$ cat src/include/crfc_pkg.sv
// Purpose: Constants and types for the receive frame control block.
// Assumes: System clock of 25 MHz.
// Notes:   Register offsets are byte addresses on the register port.
package crfc_pkg;
  // ****************************************************************
  // Register map
  // ****************************************************************
  localparam logic [7:0] ADDR_SOF_DETECT  = 8'h34; // Start of frame.
  localparam logic [7:0] ADDR_RX_CTRL     = 8'h35; // Frame control.
  localparam logic [7:0] ADDR_BLANK_TIME  = 8'h36; // Blank time.
  localparam logic [7:0] ADDR_MIN_LEVEL   = 8'h37; // Decoder levels.
  localparam logic [7:0] RESET_ZERO       = 8'h00; // Reset of all regs.
  // Field positions in start_of_frame_detect.
  localparam int B_SOF_EN    = 5;
  localparam int B_SOF_SEEN  = 4;
  localparam int B_SUBCARRIER_IRQ_ENABLE   = 2;
  localparam int B_SUBC_SEEN = 1;
  localparam int B_SUBC_NOW  = 0;
  // Field positions in receive_frame_control.
  localparam int B_PARTIAL   = 7;
  localparam int B_CONT      = 6;
  localparam int B_EOF_KIND  = 5;
  localparam int B_GUARD     = 4;
  localparam int B_DISTURB   = 3;
  localparam int B_BAUD_HI   = 2;
  // Field positions in receive_blank_time.
  localparam int B_BLANK_UNIT = 7;
  localparam int B_BLANK_HI   = 6;
  // Baud codes.
  localparam logic [2:0] BAUD_MIN_CODE = 3'h2; // 26 kBd; 7h is 847.
  // Disturbance window in bytes.
  localparam logic [1:0] DISTURB_BYTES = 2'h3;
  // ****************************************************************
  // Timing
  // ****************************************************************
  localparam int CLK_KHZ        = 25000;  // System clock.
  localparam int CARRIER_KHZ    = 13560;  // Carrier frequency.
  localparam int CARRIER_CYCLES = 16;     // Carrier cycles per unit.
  // Least time, so round up.
  localparam int BLANK_UNIT_CYC =
    (CARRIER_CYCLES * CLK_KHZ + CARRIER_KHZ - 1) / CARRIER_KHZ;
  localparam int EGT_MAX_CYC    = 200;    // Guard time limit, plain.
  // ****************************************************************
  // Types
  // ****************************************************************
  typedef enum logic [1:0] {
    CRFC_IDLE  = 2'b00,
    CRFC_BLANK = 2'b01,
    CRFC_RECV  = 2'b11
  } crfc_state_t;
  // One byte from the bit decoder.
  typedef struct packed {
    logic [7:0] data;  // Received byte.
    logic [2:0] bits;  // Valid bits of a partial byte, 0 for full.
    logic       last;  // Last byte of the frame.
    logic       err;   // Error or collision seen in this byte.
  } crfc_byte_t;
endpackage : crfc_pkg

$ cat src/hw/crfc_top.sv
// Purpose: Receive-side frame control of a contactless reader.
// Assumes: All inputs synchronous to i_mclk; decoder supplies bytes.
// Notes:   The FIFO module below buffers bytes toward the host.
// Notes on behaviour
// - Start frame seen and enabled raises interrupt.
// - Start frame seen flag sticks until cleared.
// - Subcarrier seen and enabled raises same interrupt.
// - Subcarrier seen flag sticks until cleared.
// - Subcarrier now bit shows live detection.
// - Partial byte store keeps incomplete final byte.
// - Continuous receive stays ready after frame end.
// - Continuous receive appends error byte per frame.
// - End frame kind selects symbol or Type B.
// - Kind zero, symbol bits zero: no check.
// - Type B guard time too long: protocol error.
// - Error in first three bytes flushes FIFO.
// - Suppressed disturbance raises no receive done.
// - Baud code 2h to 7h, rest reserved.
// - Blank unit: 16 carrier cycles or half bit.
// - After transmit, ignore input for blank time.
// - Upper threshold bits give minimum amplitude.
// - Lower threshold bits give phase level.
// - Half bit tick follows bit stream rate.
`timescale 1ns/100ps

// ******************************************************************
// Byte FIFO
// ******************************************************************
module crfc_fifo #(
  parameter int WIDTH = 8,
  parameter int DEPTH = 16
) (
  // Clock and reset.
  input  wire logic             i_mclk,
  input  wire logic             i_resetn,
  input  wire logic             i_flush,
  // Fill side.
  input  wire logic             i_valid,
  output logic                  o_ready,
  input  wire logic [WIDTH-1:0] i_data,
  // Drain side.
  output logic                  o_valid,
  input  wire logic             i_ready,
  output logic [WIDTH-1:0]      o_data
);
  localparam int AW = $clog2(DEPTH);
  logic [WIDTH-1:0] mem [DEPTH];     // Storage array.
  logic [AW-1:0]    wp_reg;          // Write pointer.
  logic [AW-1:0]    rp_reg;          // Read pointer.
  logic [AW:0]      cnt_reg;         // Fill level.
  wire              push = i_valid && o_ready;
  wire              pop  = o_valid && i_ready;

  assign o_ready = (cnt_reg != (AW+1)'(DEPTH));
  assign o_valid = (cnt_reg != '0);
  assign o_data  = mem[rp_reg];

  // Pointers wrap at the depth; a flush drops everything at once.
  always_ff @(posedge i_mclk) begin
    if (!i_resetn || i_flush) begin
      wp_reg  <= '0;
      rp_reg  <= '0;
      cnt_reg <= '0;
    end else begin
      if (push) begin
        wp_reg <= (wp_reg == AW'(DEPTH-1)) ? '0 : wp_reg + 1'b1;
      end
      if (pop) begin
        rp_reg <= (rp_reg == AW'(DEPTH-1)) ? '0 : rp_reg + 1'b1;
      end
      cnt_reg <= cnt_reg + (AW+1)'(push) - (AW+1)'(pop);
    end
  end

  // Storage needs no reset.
  always_ff @(posedge i_mclk) begin
    if (push) begin
      mem[wp_reg] <= i_data;
    end
  end
endmodule : crfc_fifo

// ******************************************************************
// Top
// ******************************************************************
module crfc_top
  import crfc_pkg::*;
#(
  parameter int FIFO_DEPTH = 16,
  parameter int EGT_MAX    = EGT_MAX_CYC
) (
  // Clock and reset.
  input  wire logic       i_mclk,
  input  wire logic       i_resetn,
  // Register port.
  input  wire logic [7:0] i_reg_addr,
  input  wire logic       i_reg_wr,
  input  wire logic       i_reg_rd,
  input  wire logic [7:0] i_reg_wdata,
  output logic [7:0]      o_reg_rdata,
  // Detector and decoder events.
  input  wire logic       i_sof_det,
  input  wire logic       i_subc_det,
  input  wire logic       i_tx_end,
  input  wire logic       i_half_bit_tick,
  input  wire logic       i_crc_en,
  input  wire logic [1:0] i_end_symbol_config,
  input  wire logic [7:0] i_error_reg,
  // Byte stream from the decoder.
  input  wire logic       i_rx_valid,
  input  wire crfc_byte_t i_rx_byte,
  output logic            o_rx_ready,
  // Byte stream to the host.
  output logic            o_fifo_valid,
  input  wire logic       i_fifo_ready,
  output logic [7:0]      o_fifo_data,
  // Status and decoder settings.
  output logic            o_start_frame_irq,
  output logic            o_rx_done_irq,
  output logic            o_proto_err,
  output logic            o_eof_check_en,
  output logic            o_eof_kind_b,
  output logic [2:0]      o_baud_code,
  output logic            o_baud_valid,
  output logic [3:0]      o_min_amplitude,
  output logic [3:0]      o_min_phase_level
);
  // ****************************************************************
  // Registers and state
  // ****************************************************************
  logic [7:0]  sofd_reg;       // Enables and sticky flags.
  logic [7:0]  ctrl_reg;       // Frame control.
  logic [7:0]  blank_reg;      // Blank unit and count.
  logic [7:0]  level_reg;      // Decoder thresholds.
  logic [7:0]  rdata_reg;      // Read data.
  crfc_state_t state_reg;      // Receiver state.
  logic [6:0]  blank_cnt_reg;  // Units still to wait.
  logic [4:0]  unit_cnt_reg;   // Cycles within one unit.
  logic [1:0]  nbytes_reg;     // Bytes in frame, saturating at 3.
  logic        err_pend_reg;   // Error byte waiting for the FIFO.
  logic        done_reg;       // Receive done pulse.
  logic        perr_reg;       // Guard time protocol error.
  logic [15:0] egt_cnt_reg;    // Cycles since the last byte.
  logic        flush_reg;      // FIFO flush pulse.

  // ****************************************************************
  // Decoding
  // ****************************************************************
  function automatic logic hit(input logic [7:0] a);
    hit = i_reg_wr && (i_reg_addr == a);
  endfunction : hit

  wire blanking  = (state_reg == CRFC_BLANK);
  wire sof_ev    = i_sof_det && !blanking;
  wire subc_ev   = i_subc_det && !blanking;
  wire wr_sofd   = hit(ADDR_SOF_DETECT);
  wire rx_take   = i_rx_valid && o_rx_ready;
  wire in_recv   = (state_reg == CRFC_RECV);
  wire early     = (nbytes_reg != DISTURB_BYTES);
  wire suppress  = ctrl_reg[B_DISTURB];
  // Disturbance: error early, or frame ends before three bytes.
  wire emd_hit   = rx_take && suppress &&
                   ((early && i_rx_byte.err) ||
                    (i_rx_byte.last && nbytes_reg < 2'h2));
  // An incomplete final byte is kept only when allowed.
  wire partial   = i_rx_byte.last && (i_rx_byte.bits != 3'h0);
  wire keep      = !(partial && i_crc_en && !ctrl_reg[B_PARTIAL]);
  wire frame_end = rx_take && i_rx_byte.last;
  wire fifo_rdy;
  wire fifo_in_v = (rx_take && keep && !emd_hit) || err_pend_reg;
  wire [7:0] fifo_in_d = err_pend_reg ? i_error_reg
                                      : i_rx_byte.data;
  wire unit_done = blank_reg[B_BLANK_UNIT] ? i_half_bit_tick
                 : (unit_cnt_reg == 5'(BLANK_UNIT_CYC - 1));
  wire egt_long  = ctrl_reg[B_EOF_KIND] && ctrl_reg[B_GUARD] &&
                   in_recv && (nbytes_reg != 2'h0) &&
                   (egt_cnt_reg == 16'(EGT_MAX));

  // Stall the decoder while the FIFO is full, the error byte waits, or
  // a flush is due: a byte taken then would be wiped with the debris.
  assign o_rx_ready = in_recv && fifo_rdy && !err_pend_reg && !flush_reg;

  // ****************************************************************
  // Register writes
  // ****************************************************************
  // Sticky flags: write 0 clears, detection in the same cycle wins.
  always_ff @(posedge i_mclk) begin
    if (!i_resetn) begin
      sofd_reg <= RESET_ZERO;
    end else begin
      if (wr_sofd) begin
        sofd_reg[B_SOF_EN]  <= i_reg_wdata[B_SOF_EN];
        sofd_reg[B_SUBCARRIER_IRQ_ENABLE] <= i_reg_wdata[B_SUBCARRIER_IRQ_ENABLE];
      end
      sofd_reg[B_SOF_SEEN]  <= sof_ev ||
        (sofd_reg[B_SOF_SEEN] && !(wr_sofd && !i_reg_wdata[B_SOF_SEEN]));
      sofd_reg[B_SUBC_SEEN] <= subc_ev ||
        (sofd_reg[B_SUBC_SEEN] &&
         !(wr_sofd && !i_reg_wdata[B_SUBC_SEEN]));
      sofd_reg[B_SUBC_NOW]  <= i_subc_det;
    end
  end

  // Plain read/write configuration registers.
  always_ff @(posedge i_mclk) begin
    if (!i_resetn) begin
      ctrl_reg  <= RESET_ZERO;
      blank_reg <= RESET_ZERO;
      level_reg <= RESET_ZERO;
    end else begin
      if (hit(ADDR_RX_CTRL))    ctrl_reg  <= i_reg_wdata;
      if (hit(ADDR_BLANK_TIME)) blank_reg <= i_reg_wdata;
      if (hit(ADDR_MIN_LEVEL))  level_reg <= i_reg_wdata;
    end
  end

  // Read data is registered one cycle after the read strobe.
  always_ff @(posedge i_mclk) begin
    if (!i_resetn) begin
      rdata_reg <= RESET_ZERO;
    end else if (i_reg_rd) begin
      case (i_reg_addr)
        ADDR_SOF_DETECT: rdata_reg <= sofd_reg & 8'h37;
        ADDR_RX_CTRL:    rdata_reg <= ctrl_reg;
        ADDR_BLANK_TIME: rdata_reg <= blank_reg;
        ADDR_MIN_LEVEL:  rdata_reg <= level_reg;
        default:         rdata_reg <= RESET_ZERO;
      endcase
    end
  end

  // ****************************************************************
  // Receive sequencing
  // ****************************************************************
  // A transmit end always restarts blanking, even mid-frame.
  always_ff @(posedge i_mclk) begin
    if (!i_resetn) begin
      state_reg     <= CRFC_IDLE;
      blank_cnt_reg <= 7'h00;
      unit_cnt_reg  <= 5'h00;
    end else if (i_tx_end) begin
      state_reg     <= CRFC_BLANK;
      blank_cnt_reg <= blank_reg[B_BLANK_HI:0];
      unit_cnt_reg  <= 5'h00;
    end else begin
      case (state_reg)
        CRFC_BLANK: begin
          if (blank_cnt_reg == 7'h00) begin
            state_reg <= CRFC_RECV;
          end else if (unit_done) begin
            blank_cnt_reg <= blank_cnt_reg - 7'h01;
            unit_cnt_reg  <= 5'h00;
          end else begin
            unit_cnt_reg  <= unit_cnt_reg + 5'h01;
          end
        end
        CRFC_RECV: begin
          if (frame_end && !emd_hit && !ctrl_reg[B_CONT]) begin
            state_reg <= CRFC_IDLE;
          end
        end
        default: state_reg <= CRFC_IDLE;
      endcase
    end
  end

  // Frame bookkeeping: byte count, error byte, done and flush pulses.
  always_ff @(posedge i_mclk) begin
    if (!i_resetn) begin
      nbytes_reg   <= 2'h0;
      err_pend_reg <= 1'b0;
      done_reg     <= 1'b0;
      flush_reg    <= 1'b0;
    end else begin
      done_reg  <= frame_end && !emd_hit;
      flush_reg <= emd_hit;
      if (frame_end || emd_hit || i_tx_end) begin
        nbytes_reg <= 2'h0;
      end else if (rx_take && early) begin
        nbytes_reg <= nbytes_reg + 2'h1;
      end
      if (frame_end && ctrl_reg[B_CONT] && !emd_hit) begin
        err_pend_reg <= 1'b1;
      end else if (fifo_rdy) begin
        err_pend_reg <= 1'b0;
      end
    end
  end

  // Guard time: cycles between bytes of a Type B frame.
  always_ff @(posedge i_mclk) begin
    if (!i_resetn) begin
      egt_cnt_reg <= 16'h0000;
      perr_reg    <= 1'b0;
    end else begin
      if (rx_take || !in_recv) begin
        egt_cnt_reg <= 16'h0000;
      end else if (!egt_long) begin
        egt_cnt_reg <= egt_cnt_reg + 16'h0001;
      end
      if (sof_ev) begin
        perr_reg <= 1'b0;
      end else if (egt_long) begin
        perr_reg <= 1'b1;
      end
    end
  end

  // Registered outputs.
  always_ff @(posedge i_mclk) begin
    if (!i_resetn) begin
      o_start_frame_irq <= 1'b0;
      o_eof_check_en    <= 1'b0;
      o_eof_kind_b      <= 1'b0;
      o_baud_code       <= 3'h0;
      o_baud_valid      <= 1'b0;
      o_min_amplitude   <= 4'h0;
      o_min_phase_level <= 4'h0;
    end else begin
      o_start_frame_irq <=
        (sofd_reg[B_SOF_EN]  && sofd_reg[B_SOF_SEEN]) ||
        (sofd_reg[B_SUBCARRIER_IRQ_ENABLE] && sofd_reg[B_SUBC_SEEN]);
      o_eof_kind_b      <= ctrl_reg[B_EOF_KIND];
      o_eof_check_en    <= ctrl_reg[B_EOF_KIND] ||
                           (i_end_symbol_config != 2'h0);
      o_baud_code       <= ctrl_reg[B_BAUD_HI:0];
      o_baud_valid      <= ctrl_reg[B_BAUD_HI:0] >= BAUD_MIN_CODE;
      o_min_amplitude   <= level_reg[7:4];
      o_min_phase_level <= level_reg[3:0];
    end
  end

  assign o_reg_rdata   = rdata_reg;
  assign o_rx_done_irq = done_reg;
  assign o_proto_err   = perr_reg;

  // Drain side blocks on the host, which empties the FIFO for real.
  crfc_fifo #(.WIDTH(8), .DEPTH(FIFO_DEPTH)) u_fifo (
    .i_mclk  (i_mclk),
    .i_resetn(i_resetn),
    .i_flush (flush_reg),
    .i_valid (fifo_in_v),
    .o_ready (fifo_rdy),
    .i_data  (fifo_in_d),
    .o_valid (o_fifo_valid),
    .i_ready (i_fifo_ready),
    .o_data  (o_fifo_data)
  );

  // ****************************************************************
  // Checks
  // ****************************************************************
  property p_sof_sticky;
    @(posedge i_mclk) disable iff (!i_resetn)
      sof_ev |=> sofd_reg[B_SOF_SEEN];
  endproperty
  a_sof_sticky: assert property (p_sof_sticky)
    else $error("Start frame flag not set.");
  property p_sof_irq;
    @(posedge i_mclk) disable iff (!i_resetn)
      sofd_reg[B_SOF_EN] && sofd_reg[B_SOF_SEEN] |=> o_start_frame_irq;
  endproperty
  a_sof_irq: assert property (p_sof_irq)
    else $error("Start frame interrupt missing.");
  property p_subc_irq;
    @(posedge i_mclk) disable iff (!i_resetn)
      subc_ev && sofd_reg[B_SUBCARRIER_IRQ_ENABLE] |-> ##2 o_start_frame_irq;
  endproperty
  a_subc_irq: assert property (p_subc_irq)
    else $error("Subcarrier interrupt missing.");
  property p_subc_now;
    @(posedge i_mclk) disable iff (!i_resetn)
      ##1 sofd_reg[B_SUBC_NOW] == $past(i_subc_det);
  endproperty
  a_subc_now: assert property (p_subc_now)
    else $error("Subcarrier now bit stale.");
  property p_blank_quiet;
    @(posedge i_mclk) disable iff (!i_resetn)
      blanking |-> !o_rx_ready ##1 (!$rose(sofd_reg[B_SOF_SEEN]) &&
        !$rose(sofd_reg[B_SUBC_SEEN]));
  endproperty
  a_blank_quiet: assert property (p_blank_quiet)
    else $error("Input taken during blanking.");
  property p_emd_no_done;
    @(posedge i_mclk) disable iff (!i_resetn)
      emd_hit |=> !o_rx_done_irq && flush_reg;
  endproperty
  a_emd_no_done: assert property (p_emd_no_done)
    else $error("Disturbance raised receive done.");
  property p_err_byte;
    @(posedge i_mclk) disable iff (!i_resetn)
      frame_end && ctrl_reg[B_CONT] && !emd_hit |=> err_pend_reg
        ##[0:40] (fifo_in_v && fifo_rdy);
  endproperty
  a_err_byte: assert property (p_err_byte)
    else $error("Error byte not appended.");
  property p_cont;
    @(posedge i_mclk) disable iff (!i_resetn)
      frame_end && !emd_hit && !i_tx_end |=>
        (state_reg == CRFC_RECV) == $past(ctrl_reg[B_CONT]);
  endproperty
  a_cont: assert property (p_cont)
    else $error("Wrong state after frame end.");
endmodule : crfc_top

$ cat config.mk
export PLATFORM = sky130hd
export DESIGN_NAME = crfc_top
export DESIGN_NICKNAME = d
export VERILOG_FILES = /design/src/include/crfc_pkg.sv /design/src/hw/crfc_top.sv
export SDC_FILE = /design/constraint.sdc
export NUM_CORES = 1
export LEC_CHECK = 0
export ABC_AREA = 1
export BUFFER_PORTS_ARGS = -buffer_cell sky130_fd_sc_hd__buf_2
export CAP_MARGIN = 25
export CORE_UTILIZATION = 30
export CTS_CLUSTER_DIAMETER = 30
export CTS_CLUSTER_SIZE = 24
export DETAILED_ROUTE_END_ITERATION = 6
export PLACE_DENSITY = 0.49
export SYNTH_ARGS = -nofsm -noshare
export SYNTH_HDL_FRONTEND = slang
export SYNTH_HIERARCHICAL = 1
export SYNTH_SLANG_ARGS = --single-unit
$ cat constraint.sdc
create_clock -name i_mclk -period 3.68 [get_ports i_mclk]
set_input_delay 0.368 -clock i_mclk [delete_from_list [all_inputs] [get_ports i_mclk]]
set_output_delay 0.368 -clock i_mclk [all_outputs]
set_load 0.02 [all_outputs]
==> results.sh, run 1 <==
export IMPL_status="finished clean"
export IMPL_path_max_fanout=4
export IMPL_critPathBufInv=5
export IMPL_yosys_warnings=6
export IMPL_synth_cell_types=46
export IMPL_coreArea_um2=34600
export IMPL_p_leak_nw=5.61
export IMPL_fmax_mhz=305
export IMPL_cts_tree="yes"
export IMPL_synthAdderAreaFrac_pct=2.44
export IMPL_fp_row_count=68
export IMPL_io_pins=85
export IMPL_synth_seq_cells=233
export IMPL_die_w_um=190
export IMPL_clkTransAtPathRegs_ps=40
export IMPL_stdcell_count=1812
export IMPL_syn_num_nets=1267
export IMPL_endpoint_kind="flip-flop"
export IMPL_min_delay_start="i_subc_det"
export IMPL_fin_area_um2=13400
export IMPL_area_growth_pct=26.9
export IMPL_vias=8171
export IMPL_power_mw=9.13
export IMPL_cts_resized=0
export IMPL_cts_htree_levels=2
export IMPL_min_period_over_period_pct=89.0
export IMPL_period_needed_ps=3270
export IMPL_p_per_area_nw_per_um2=681
export IMPL_clockBufferDepth=3
export IMPL_critPathLaunchType="flip-flop"
export IMPL_cts_buffers=53
export IMPL_place_congestion=0.768
export IMPL_crit_arrival_ps=3700
export IMPL_drive_gt1_share_pct=18.9
export IMPL_muxShareOfSynthArea_pct=0
export IMPL_dpl_cell_count=1711
export IMPL_synth_top_family_by_area="simple AND/OR/NAND/NOR gates"
export IMPL_crit_path_frequent_cell="inv_1"
export IMPL_ys_seq_area_share_pct=56.3
export IMPL_hold_depth=3
export IMPL_slew_headroom_pct=38.7
export IMPL_start_util_pct=30.5
export IMPL_clockRootBuffer="clkbuf_16"
export IMPL_setup_violations=0
export IMPL_final_max_slew_viol_count=0
export IMPL_hold_viol=0
export IMPL_r2r_cells=17
export IMPL_clk_latency_ps=580
export IMPL_drtPass1Iterations=4
export IMPL_tightest_slew_ps=918
export IMPL_antenna_found_initial=0
export IMPL_slowest_stage="o21ai_0"
export IMPL_grt_max_degree=75
export IMPL_largest_register_ffs=128
export IMPL_r2r_start="u_fifo/cnt_reg[2]"
export IMPL_diodes=0
export IMPL_crit_family="adder cells"
export IMPL_synthXorXnorAreaFrac_pct=0.663
export IMPL_whs_endpoint="sofd_reg[0]"
export IMPL_drc=0
export IMPL_path_cells="inv_1 -> ha_1 -> nand3_1 -> inv_1 -> nor2_2 -> nand4_2 -> o21ai_0 -> nand2_1 -> ha_1 -> inv_1 -> ha_1 -> inv_1 -> fa_1 -> inv_1 -> nand3_1 -> a21oi_1 -> nor2_1"
export IMPL_placed_area_um2=11400
export IMPL_synth_compound_area_share_pct=6.42
export IMPL_wirelength_um=27400
export IMPL_rsz0062_at_grt="false"
export IMPL_critPathKind="flip-flop to flip-flop"
export IMPL_portBuffers=84
export IMPL_fin_worst_skew_ps=49.8
export IMPL_synth_area_leaders="edfxtp_1 36%, dfxtp_1 20%, nand2_1 11%"
export IMPL_ir_drop_mv=0.387
export IMPL_yosys_area_share_simple_pct=26.2
export IMPL_synth_top_area_share_pct=36.4
export IMPL_final_util_pct=38.7
export IMPL_hp_class="input pin to flip-flop"
export IMPL_place_hpwl_um=18100
export IMPL_cap_violations=0
export IMPL_die_area_um2=36000
export IMPL_cpPeakStageDelay_ps=520
export IMPL_rrSetupSlack_ps=410
export IMPL_synth_area_um2=10600
export IMPL_post_drt_wl_per_cell_um=15.1
export IMPL_cts_sinks=233
export IMPL_die_h_um=190
export IMPL_syn_area_per_cell_um2=8.83
export IMPL_grt_pass1_wl_um=43600
export IMPL_tns_ps=0
export IMPL_r2r_end="u_fifo/cnt_reg[4]"
export IMPL_drt_iter0_markers=432
export IMPL_post_cts_buffers=0
export IMPL_grt_overflow=0
export IMPL_fin_nets=1382
export IMPL_ant_nets=0
export IMPL_syn_inst=1197
export IMPL_critical_path_required_ps=4110
export IMPL_hold_buffers=0
export IMPL_yosysTopAreaCell="edfxtp_1"
export IMPL_grt_total_usage_pct=15.7
export IMPL_grt_pass1_vias=7929
export IMPL_vias_per_cell=4.51
Yosys cell counts, drive strengths merged:
| cell | instances |
|---|---|
| a211oi | 1 |
| buf | 31 |
| ha | 19 |
| nand3b | 2 |
| edfxtp | 128 |
| clkbuf | 11 |
| dfxtp | 105 |
| nand2 | 323 |
| o211ai | 1 |
| o21ai | 57 |
| inv | 153 |
| or2 | 16 |
| a21oi | 68 |
| nor3 | 13 |
| o21bai | 2 |
| nor2 | 102 |
| clkinv | 1 |
| a31o | 1 |
| o22ai | 1 |
| xnor2 | 4 |
| nand3 | 142 |
| nand4 | 9 |
| and2 | 2 |
| fa | 1 |
| xor2 | 4 |
final cells by class:
class	count	area, µm²
inverters	154	583
fillers	3488	21200
clock buffers	64	1410
flip-flops and latches	233	5950
multi-input cells	768	3770
repair buffers	102	568
clock inverters	36	556
well taps	455	569
power breakdown:
group          internal [mW]  total (mW)  leakage, nW  switching, mW
Sequential              2.81        2.85         2.00         0.0416
Clock                   3.51        5.05        0.934           1.54
Combinational          0.388        1.23         2.67          0.845
how the worst max path moves through the flow:
stage / cells after the start / from / end
floorplan: 17 / u_fifo/cnt_reg[2] / u_fifo/cnt_reg[4]
CTS: 17 / u_fifo/cnt_reg[2] / u_fifo/cnt_reg[4]
global placement: 17 / u_fifo/cnt_reg[2] / u_fifo/cnt_reg[4]
global route: 17 / u_fifo/cnt_reg[3] / u_fifo/cnt_reg[4]
detailed placement: 17 / u_fifo/cnt_reg[2] / u_fifo/cnt_reg[4]
finish: 17 / u_fifo/cnt_reg[2] / u_fifo/cnt_reg[4]
layout by cell type, fill, tap and decap left out, types with 2 or more instances in the layout:
master and instances:
nand2_1 313, inv_1 143, nand3_1 135, edfxtp_1 128
dfxtp_1 104, nor2_1 91, buf_2 84, a21oi_1 67
clkbuf_16 53, o21ai_0 43, ha_1 19, buf_4 17
o21ai_1 13, or2_2 13, bufinv_16 11, nor3_1 10
inv_2 9, clkinv_2 8, nand4_1 7, nand2_2 7
clkinvlp_4 7, clkbuf_1 7, nor2_2 5, nor2_4 5
clkinv_4 5, nand3_2 4, xnor2_1 4, xor2_1 4
clkbuf_8 4, nand3_4 3, nand2_4 3, or2_0 3
o21bai_1 2, clkinv_1 2, nor3_2 2, nand4_2 2
inv_6 2, clkinv_16 2
through the flow:
stage,hold WS (ps),worst slack (ps)
after global routing,26.1,63.0
after CTS,6.47,410
final,27.7,406
after floorplan,420,875
after detailed placement,441,420
after global placement,436,482
cells by family after synthesis:
kind of cell	Yosys count
AO/OA/AOI/OAI	131
XOR/XNOR	8
adder cells (fa/ha/maj)	20
buffers and inverters	196
flip-flops	233
AND/OR/NAND/NOR	609
metal layers:
| layer | wire length (µm) | vias to the layer above | global-route usage (%) |
|---|---|---|---|
| met4 | 806 | 0 | 6.23 |
| li1 | - | 4143 | - |
| met5 | 0 | - | 0 |
| met2 | 12000 | 183 | 23.5 |
| met3 | 1320 | 52 | 3.08 |
| met1 | 13200 | 3793 | 22.0 |
worst register-to-register path: stages (launching register included):
cell	delay (ps)
dfxtp_1	330
inv_1	60
ha_1	200
nand3_1	150
inv_1	110
nor2_2	130
nand4_2	150
o21ai_0	520
nand2_1	180
ha_1	320
inv_1	50
ha_1	150
inv_1	50
fa_1	380
inv_1	80
nand3_1	90
a21oi_1	150
nor2_1	50
(Power assumes the default switching activity.)
==> inputs of run 2 (changes only) <==
--- a/config.mk
+++ b/config.mk
@@ -12,7 +12,7 @@
 export CTS_CLUSTER_DIAMETER = 30
 export CTS_CLUSTER_SIZE = 24
 export DETAILED_ROUTE_END_ITERATION = 6
-export PLACE_DENSITY = 0.49
+export PLACE_DENSITY = 0.5
 export SYNTH_ARGS = -nofsm -noshare
 export SYNTH_HDL_FRONTEND = slang
 export SYNTH_HIERARCHICAL = 1
==> constraint.sdc (replaced) <==
create_clock -name i_mclk -period 2.8 [get_ports i_mclk]
set_input_delay 0.28 -clock i_mclk [delete_from_list [all_inputs] [get_ports i_mclk]]
set_output_delay 0.28 -clock i_mclk [all_outputs]
set_load 0.02 [all_outputs]
==> run 2 against run 1 <==
  * Global-route usage decreased by 0.33 points
  * Setup slack got worse by 200 ps
  * Utilization increased by 1.3 points
  * Via count increased by 1.8%
  * Critical path type unchanged
  * Largest cell class unchanged
==> results.sh, run 2 (synthesis results as in run 1) <==
export IMPL_status="finished clean"
export IMPL_ant_nets=0
export IMPL_place_congestion=0.775
export IMPL_clockRootBuffer="clkbuf_16"
export IMPL_worst_slack_ps=204
export IMPL_die_area_um2=36000
export IMPL_grt_max_degree=75
export IMPL_slowest_stage="fa_2"
export IMPL_whs_endpoint="ctrl_reg[3]"
export IMPL_cap_violations=0
export IMPL_fin_worst_skew_ps=35.8
export IMPL_clk_latency_ps=590
export IMPL_r2r_start="u_fifo/cnt_reg[3]"
export IMPL_antenna_found_initial=0
export IMPL_path_cells="inv_1 -> ha_2 -> nand3_2 -> inv_1 -> nor2_2 -> nand4_2 -> o21ai_2 -> nand2_1 -> ha_1 -> inv_1 -> ha_2 -> inv_2 -> fa_2 -> inv_2 -> nand3_4 -> a21oi_2 -> nor2_1"
export IMPL_critPathLaunchType="flip-flop"
export IMPL_final_max_slew_viol_count=0
export IMPL_io_pins=85
export IMPL_area_growth_pct=31.0
export IMPL_endpoint_kind="flip-flop"
export IMPL_fmax_mhz=385
export IMPL_r2r_end="u_fifo/cnt_reg[4]"
export IMPL_critPathBufInv=5
export IMPL_min_period_over_period_pct=92.7
export IMPL_mostFrequentLayoutCell="nand2_1"
export IMPL_grt_pass1_vias=8316
export IMPL_p_per_area_nw_per_um2=933
export IMPL_clockBufferDepth=3
export IMPL_portBuffers=84
export IMPL_fp_row_count=68
export IMPL_routed_top_layer="met4"
export IMPL_vias=8319
export IMPL_final_util_pct=40.0
export IMPL_fin_nets=1404
export IMPL_wirelength_um=27100
export IMPL_post_drt_wl_per_cell_um=14.8
export IMPL_drt_iter0_markers=498
export IMPL_crit_family="adder cells"
export IMPL_hold_depth=3
export IMPL_slew_headroom_pct=45.4
export IMPL_hold_viol=0
export IMPL_cts_tree="yes"
export IMPL_regArea_um2=5950
export IMPL_clkTransAtPathRegs_ps=40
export IMPL_dp_slack_ps=-35.7
export IMPL_r2r_cells=17
export IMPL_rrSetupSlack_ps=200
export IMPL_diodes=0
export IMPL_fill_cells=3425
export IMPL_critical_path_required_ps=3260
export IMPL_cpPeakStageDelay_ps=360
export IMPL_crit_arrival_ps=3050
export IMPL_start_util_pct=30.5
export IMPL_min_delay_start="i_reg_wdata[3]"
export IMPL_place_hpwl_um=17900
export IMPL_hp_class="input pin to flip-flop"
export IMPL_vias_per_cell=4.53
export IMPL_tightest_slew_ps=818
export IMPL_drc=0
export IMPL_grt_pass1_wl_um=43700
export IMPL_grt_total_usage_pct=15.3
export IMPL_die_h_um=190
export IMPL_ir_drop_mv=0.506
export IMPL_coreArea_um2=34600
export IMPL_final_cell_mix="313 x nand2_1, 140 x inv_1, 132 x nand3_1"
export IMPL_cts_buffers=55
export IMPL_period_needed_ps=2600
export IMPL_p_leak_nw=5.82
export IMPL_setup_violations=0
export IMPL_critPathKind="flip-flop to flip-flop"
export IMPL_dr_wl_met2_um=12800
export IMPL_cts_htree_levels=2
export IMPL_largest_register_ffs=128
export IMPL_drtPass1Iterations=5
export IMPL_grt_overflow=0
export IMPL_die_w_um=190
export IMPL_multiInputGateArea_um2=3820
export IMPL_routedLengthMet1_um=12400
export IMPL_crit_path_frequent_cell="inv_1"
export IMPL_wl_met3_um=1250
export IMPL_cts_sinks=233
export IMPL_path_max_fanout=2
export IMPL_drive_gt1_share_pct=21.2
-- run 2: cell types whose count changed in the layout (fill, tap and decap cells not counted), sizes merged --
cell         previous run  this run
buf                   102       116
bufinv                 11        18
dlygate4sd3             0         6
clkinvlp                7         4
clkbuf                 64        62
clkinv                 18        20
-- run 2: power by group --
| part | internal, mW | total, mW | switching (mW) |
|---|---|---|---|
| clock | 5.33 | 7.41 | 2.07 |
| combinational | 0.594 | 1.75 | 1.16 |
| sequential | 3.69 | 3.76 | 0.0628 |
-- run 2: worst reg2reg max path: cells and delay by family, from the launching register on --
family,cells,cell delay (ps)
AOI/OAI and AO/OA,2,330
buffers and inverters,5,320
and+or+nand+nor,6,530
DFF,1,320
adders and majority gates,4,980
-- run 2: per-layer routing --
metal,up-vias,track usage (%)
met5,-,0
met1,3868,19.6
met2,189,25.6
met3,54,3.06
met4,0,5.37
li1,4208,-
-- run 2: repair_timing --
action | in CTS | in global routing
resized for setup | 1 | 18
hold buffers | 6 | 0
endpoints found under the hold margin | 5 | 0
endpoints found under the setup margin | 1 | 2
setup buffers | 0 | 4
pin swaps | 0 | 6
-- run 2: metrics by stage --
stage	TNS, ps	hold WS, ps	cells	area [µm²]	power [mW]
after floorplan	0	391	1197	10600	4.96
after global placement	0	434	1722	11500	5.45
after detailed placement	-35.7	440	1722	11500	5.47
after CTS	0	0.752	1832	13800	12.9
after global routing	-24.1	28.2	1836	13800	13.4
final	0	31.4	1836	13800	12.9
-- run 2: cell type report --
| type | count | area share [%] |
|---|---|---|
| clock buffer | 62 | 10.4 |
| sequential | 233 | 43.0 |
| inverter | 154 | 4.21 |
| multi-input combinational | 768 | 27.6 |
| clock inverter | 42 | 5.33 |
| timing repair buffer | 122 | 5.39 |
| tap | 455 | 4.11 |
-- run 2: worst max-delay path by stage --
stage / start / to / slack, ps / cells past startpoint
after floorplan: u_fifo/cnt_reg[2] / u_fifo/cnt_reg[4] / 80 / 17
after global placement: u_fifo/cnt_reg[3] / u_fifo/cnt_reg[4] / 40 / 17
after detailed placement: u_fifo/cnt_reg[2] / u_fifo/cnt_reg[4] / -40 / 17
after CTS: u_fifo/cnt_reg[2] / u_fifo/cnt_reg[4] / 0.1 / 17
after global routing: u_fifo/cnt_reg[3] / u_fifo/cnt_reg[4] / -20 / 18
final: u_fifo/cnt_reg[3] / u_fifo/cnt_reg[4] / 200 / 17
==> inputs of run 3 (changes only) <==
--- a/config.mk
+++ b/config.mk
@@ -8,11 +8,14 @@
 export ABC_AREA = 1
 export BUFFER_PORTS_ARGS = -buffer_cell sky130_fd_sc_hd__buf_2
 export CAP_MARGIN = 25
+export CELL_PAD_IN_SITES_DETAIL_PLACEMENT = 1
+export CELL_PAD_IN_SITES_GLOBAL_PLACEMENT = 2
 export CORE_UTILIZATION = 30
 export CTS_CLUSTER_DIAMETER = 30
 export CTS_CLUSTER_SIZE = 24
 export DETAILED_ROUTE_END_ITERATION = 6
-export PLACE_DENSITY = 0.5
+export PLACE_DENSITY = 0.72
+export RECOVER_POWER = 25
 export SYNTH_ARGS = -nofsm -noshare
 export SYNTH_HDL_FRONTEND = slang
 export SYNTH_HIERARCHICAL = 1
==> run 3 against run 2 <==
  * The flow now finishes with violations (capacitance limit, slew limit)
  * Global-route usage is 2.1 points higher
  * Routed wire length rose by 13%
  * First-iteration DRC count decreased by 30%
  * Sequential share of layout area up 0.20 points
  * Flip-flop and latch count unchanged
  * Largest power group unchanged
  * Highest routed layer unchanged
==> results.sh, run 3 (synthesis results as in run 1) <==
export IMPL_power_share_clock_pct=57.1
export IMPL_diodes=0
export IMPL_grt_pass1_vias=8767
export IMPL_drc=0
export IMPL_seqPwrFrac_pct=29.4
export IMPL_area_growth_pct=30.3
export IMPL_setup_violations=0
export IMPL_endpoint_kind="flip-flop"
export IMPL_clk_latency_ps=570
export IMPL_mostFrequentLayoutCell="nand2_1"
export IMPL_die_area_um2=36000
export IMPL_internal_power_mw=9.42
export IMPL_path_max_fanout=2
export IMPL_drive_gt1_share_pct=20.0
export IMPL_p_leak_nw=5.77
export IMPL_violations="capacitance limit, slew limit"
export IMPL_crit_family="adder cells"
export IMPL_tns_ps=0
export IMPL_gr_usage_met1_pct=21.7
export IMPL_path_cells="inv_1 -> ha_2 -> nand3_2 -> inv_2 -> nor2_2 -> nand4_2 -> o21ai_2 -> nand2_1 -> ha_1 -> inv_1 -> ha_1 -> inv_1 -> fa_2 -> inv_2 -> nand3_2 -> nand3_1 -> nand2_1 -> nor2_1"
export IMPL_final_util_pct=39.8
export IMPL_tightest_slew_ps=1660
export IMPL_clkTransAtPathRegs_ps=50
export IMPL_drt_iter0_markers=350
export IMPL_critPathLaunchType="flip-flop"
export IMPL_hold_viol=0
export IMPL_cts_sinks=233
export IMPL_antenna_found_initial=0
export IMPL_cts_htree_levels=2
export IMPL_fin_nets=1416
export IMPL_min_delay_start="i_reg_wdata[1]"
export IMPL_r2r_start="u_fifo/cnt_reg[2]"
export IMPL_grt_total_usage_pct=17.4
export IMPL_cts_buffers=59
export IMPL_vias=8365
export IMPL_final_cell_mix="313 x nand2_1, 142 x inv_1, 136 x nand3_1"
export IMPL_grt_overflow=0
export IMPL_slowest_stage="fa_2"
export IMPL_p_per_area_nw_per_um2=926
export IMPL_cap_violations=1
export IMPL_slew_headroom_pct=-10.5
export IMPL_switching_share_pct=26.1
export IMPL_crit_path_frequent_cell="inv_1"
export IMPL_top_usage_layer="met2"
export IMPL_p_sw_mw=3.32
export IMPL_cts_tree="yes"
export IMPL_rsz0062_at_grt="true"
export IMPL_clockRootBuffer="clkbuf_16"
export IMPL_grt_max_degree=75
export IMPL_place_hpwl_um=20700
export IMPL_start_util_pct=30.5
export IMPL_cpPeakStageDelay_ps=350
export IMPL_vias_per_cell=4.52
export IMPL_ir_drop_mv=0.455
export IMPL_portBuffers=84
export IMPL_final_max_slew_viol_count=40
export IMPL_drtPass1Iterations=4
export IMPL_critPathKind="flip-flop to flip-flop"
export IMPL_combPwrFrac_pct=13.5
export IMPL_wirelength_um=30500
export IMPL_dp_slack_ps=-78.3
export IMPL_io_pins=85
export IMPL_hp_class="input pin to flip-flop"
export IMPL_status="complete, but fails checks"
export IMPL_die_w_um=190
export IMPL_startpoint="u_fifo/cnt_reg[2]"
export IMPL_post_drt_wl_per_cell_um=16.5
export IMPL_critical_path_required_ps=3300
export IMPL_clockBufferDepth=3
export IMPL_grt_pass1_wl_um=48300
export IMPL_fp_row_count=68
export IMPL_ant_nets=0
export IMPL_coreArea_um2=34600
export IMPL_grt_met2_usage_pct=30.4
export IMPL_fin_worst_skew_ps=24.3
export IMPL_place_congestion=0.758
export IMPL_critPathBufInv=5
export IMPL_grt_use_met3_pct=3.14
export IMPL_largest_register_ffs=128
export IMPL_worst_slack_ps=133
export IMPL_min_period_over_period_pct=95.3
export IMPL_whs_ps=28.6
export IMPL_crit_arrival_ps=3160
export IMPL_period_needed_ps=2670
export IMPL_die_h_um=190
export IMPL_fmax_mhz=375
## run 3: changes by cell type in the layout (fill, tap and decap cells not counted), moves of 3 or more
cell / previous run / this run
clkbuf_1: 4 / 21
buf_2: 84 / 69
inv_6: 1 / 9
buf_4: 30 / 35
bufinv_16: 18 / 13
clkbuf_16: 55 / 59
clkinv_2: 10 / 14
nand3_1: 132 / 136
dfxtp_1: 100 / 103
dfxtp_2: 5 / 2
nand3_4: 4 / 1
## run 3: area by class of cell
class / instances / area (µm²)
clock buffers: 64 / 1530
clock inverters: 47 / 631
fillers: 3991 / 20900
inverters: 154 / 583
multi-input cells: 768 / 3750
flip-flops and latches: 233 / 5950
well taps: 455 / 569
repair buffers: 130 / 761
## run 3: routing by layer
metal  up-vias  wire length (µm)
met5         -                 0
met2       146             15200
met1      3949             13600
li1       4224                 -
met3        46              1060
met4         0               611
## run 3: final timing paths
kind / end / slack [ps] / cells after the start
setup reg to reg: u_fifo/cnt_reg[4] / 130 / 18
hold / removal: ctrl_reg[1] / 30 / 3
hold reg to reg: o_min_phase_level[2] / 440 / 2
setup / recovery: u_fifo/cnt_reg[4] / 130 / 18
## run 3: stage by stage
| step | cell area, µm² | instances | power [mW] |
|---|---|---|---|
| after floorplan | 10600 | 1197 | 4.96 |
| after global placement | 11600 | 1730 | 5.48 |
| after detailed placement | 11600 | 1730 | 5.51 |
| after CTS | 13800 | 1848 | 12.9 |
| after global routing | 13800 | 1851 | 13.3 |
| final | 13800 | 1851 | 12.7 |
## run 3: power by group through the flow
| stage | Clock [mW] | Sequential (mW) | Combinational [mW] |
|---|---|---|---|
| after floorplan | 0 | 3.79 | 1.16 |
| final | 7.28 | 3.75 | 1.72 |
| after global placement | 0 | 3.80 | 1.68 |
| after global routing | 7.62 | 3.75 | 1.96 |
| after CTS | 7.43 | 3.74 | 1.73 |
| after detailed placement | 0 | 3.80 | 1.71 |
## run 3: worst register-to-register path: cells and delay by family (launching register included)
family,cells,cell delay [ps]
DFF,1,330
and+or+nand+nor,8,730
AOI/OAI and AO/OA,1,240
buffers and inverters,5,290
adders and majority gates,4,990
## run 3: repair_timing
action                                  CTS  global route
hold buffers                              5             0
gates resized for setup                   1             9
endpoints found under the setup margin    1             8
endpoints found under the hold margin     4             0
pin swaps                                 3             4
setup buffers                             2             3
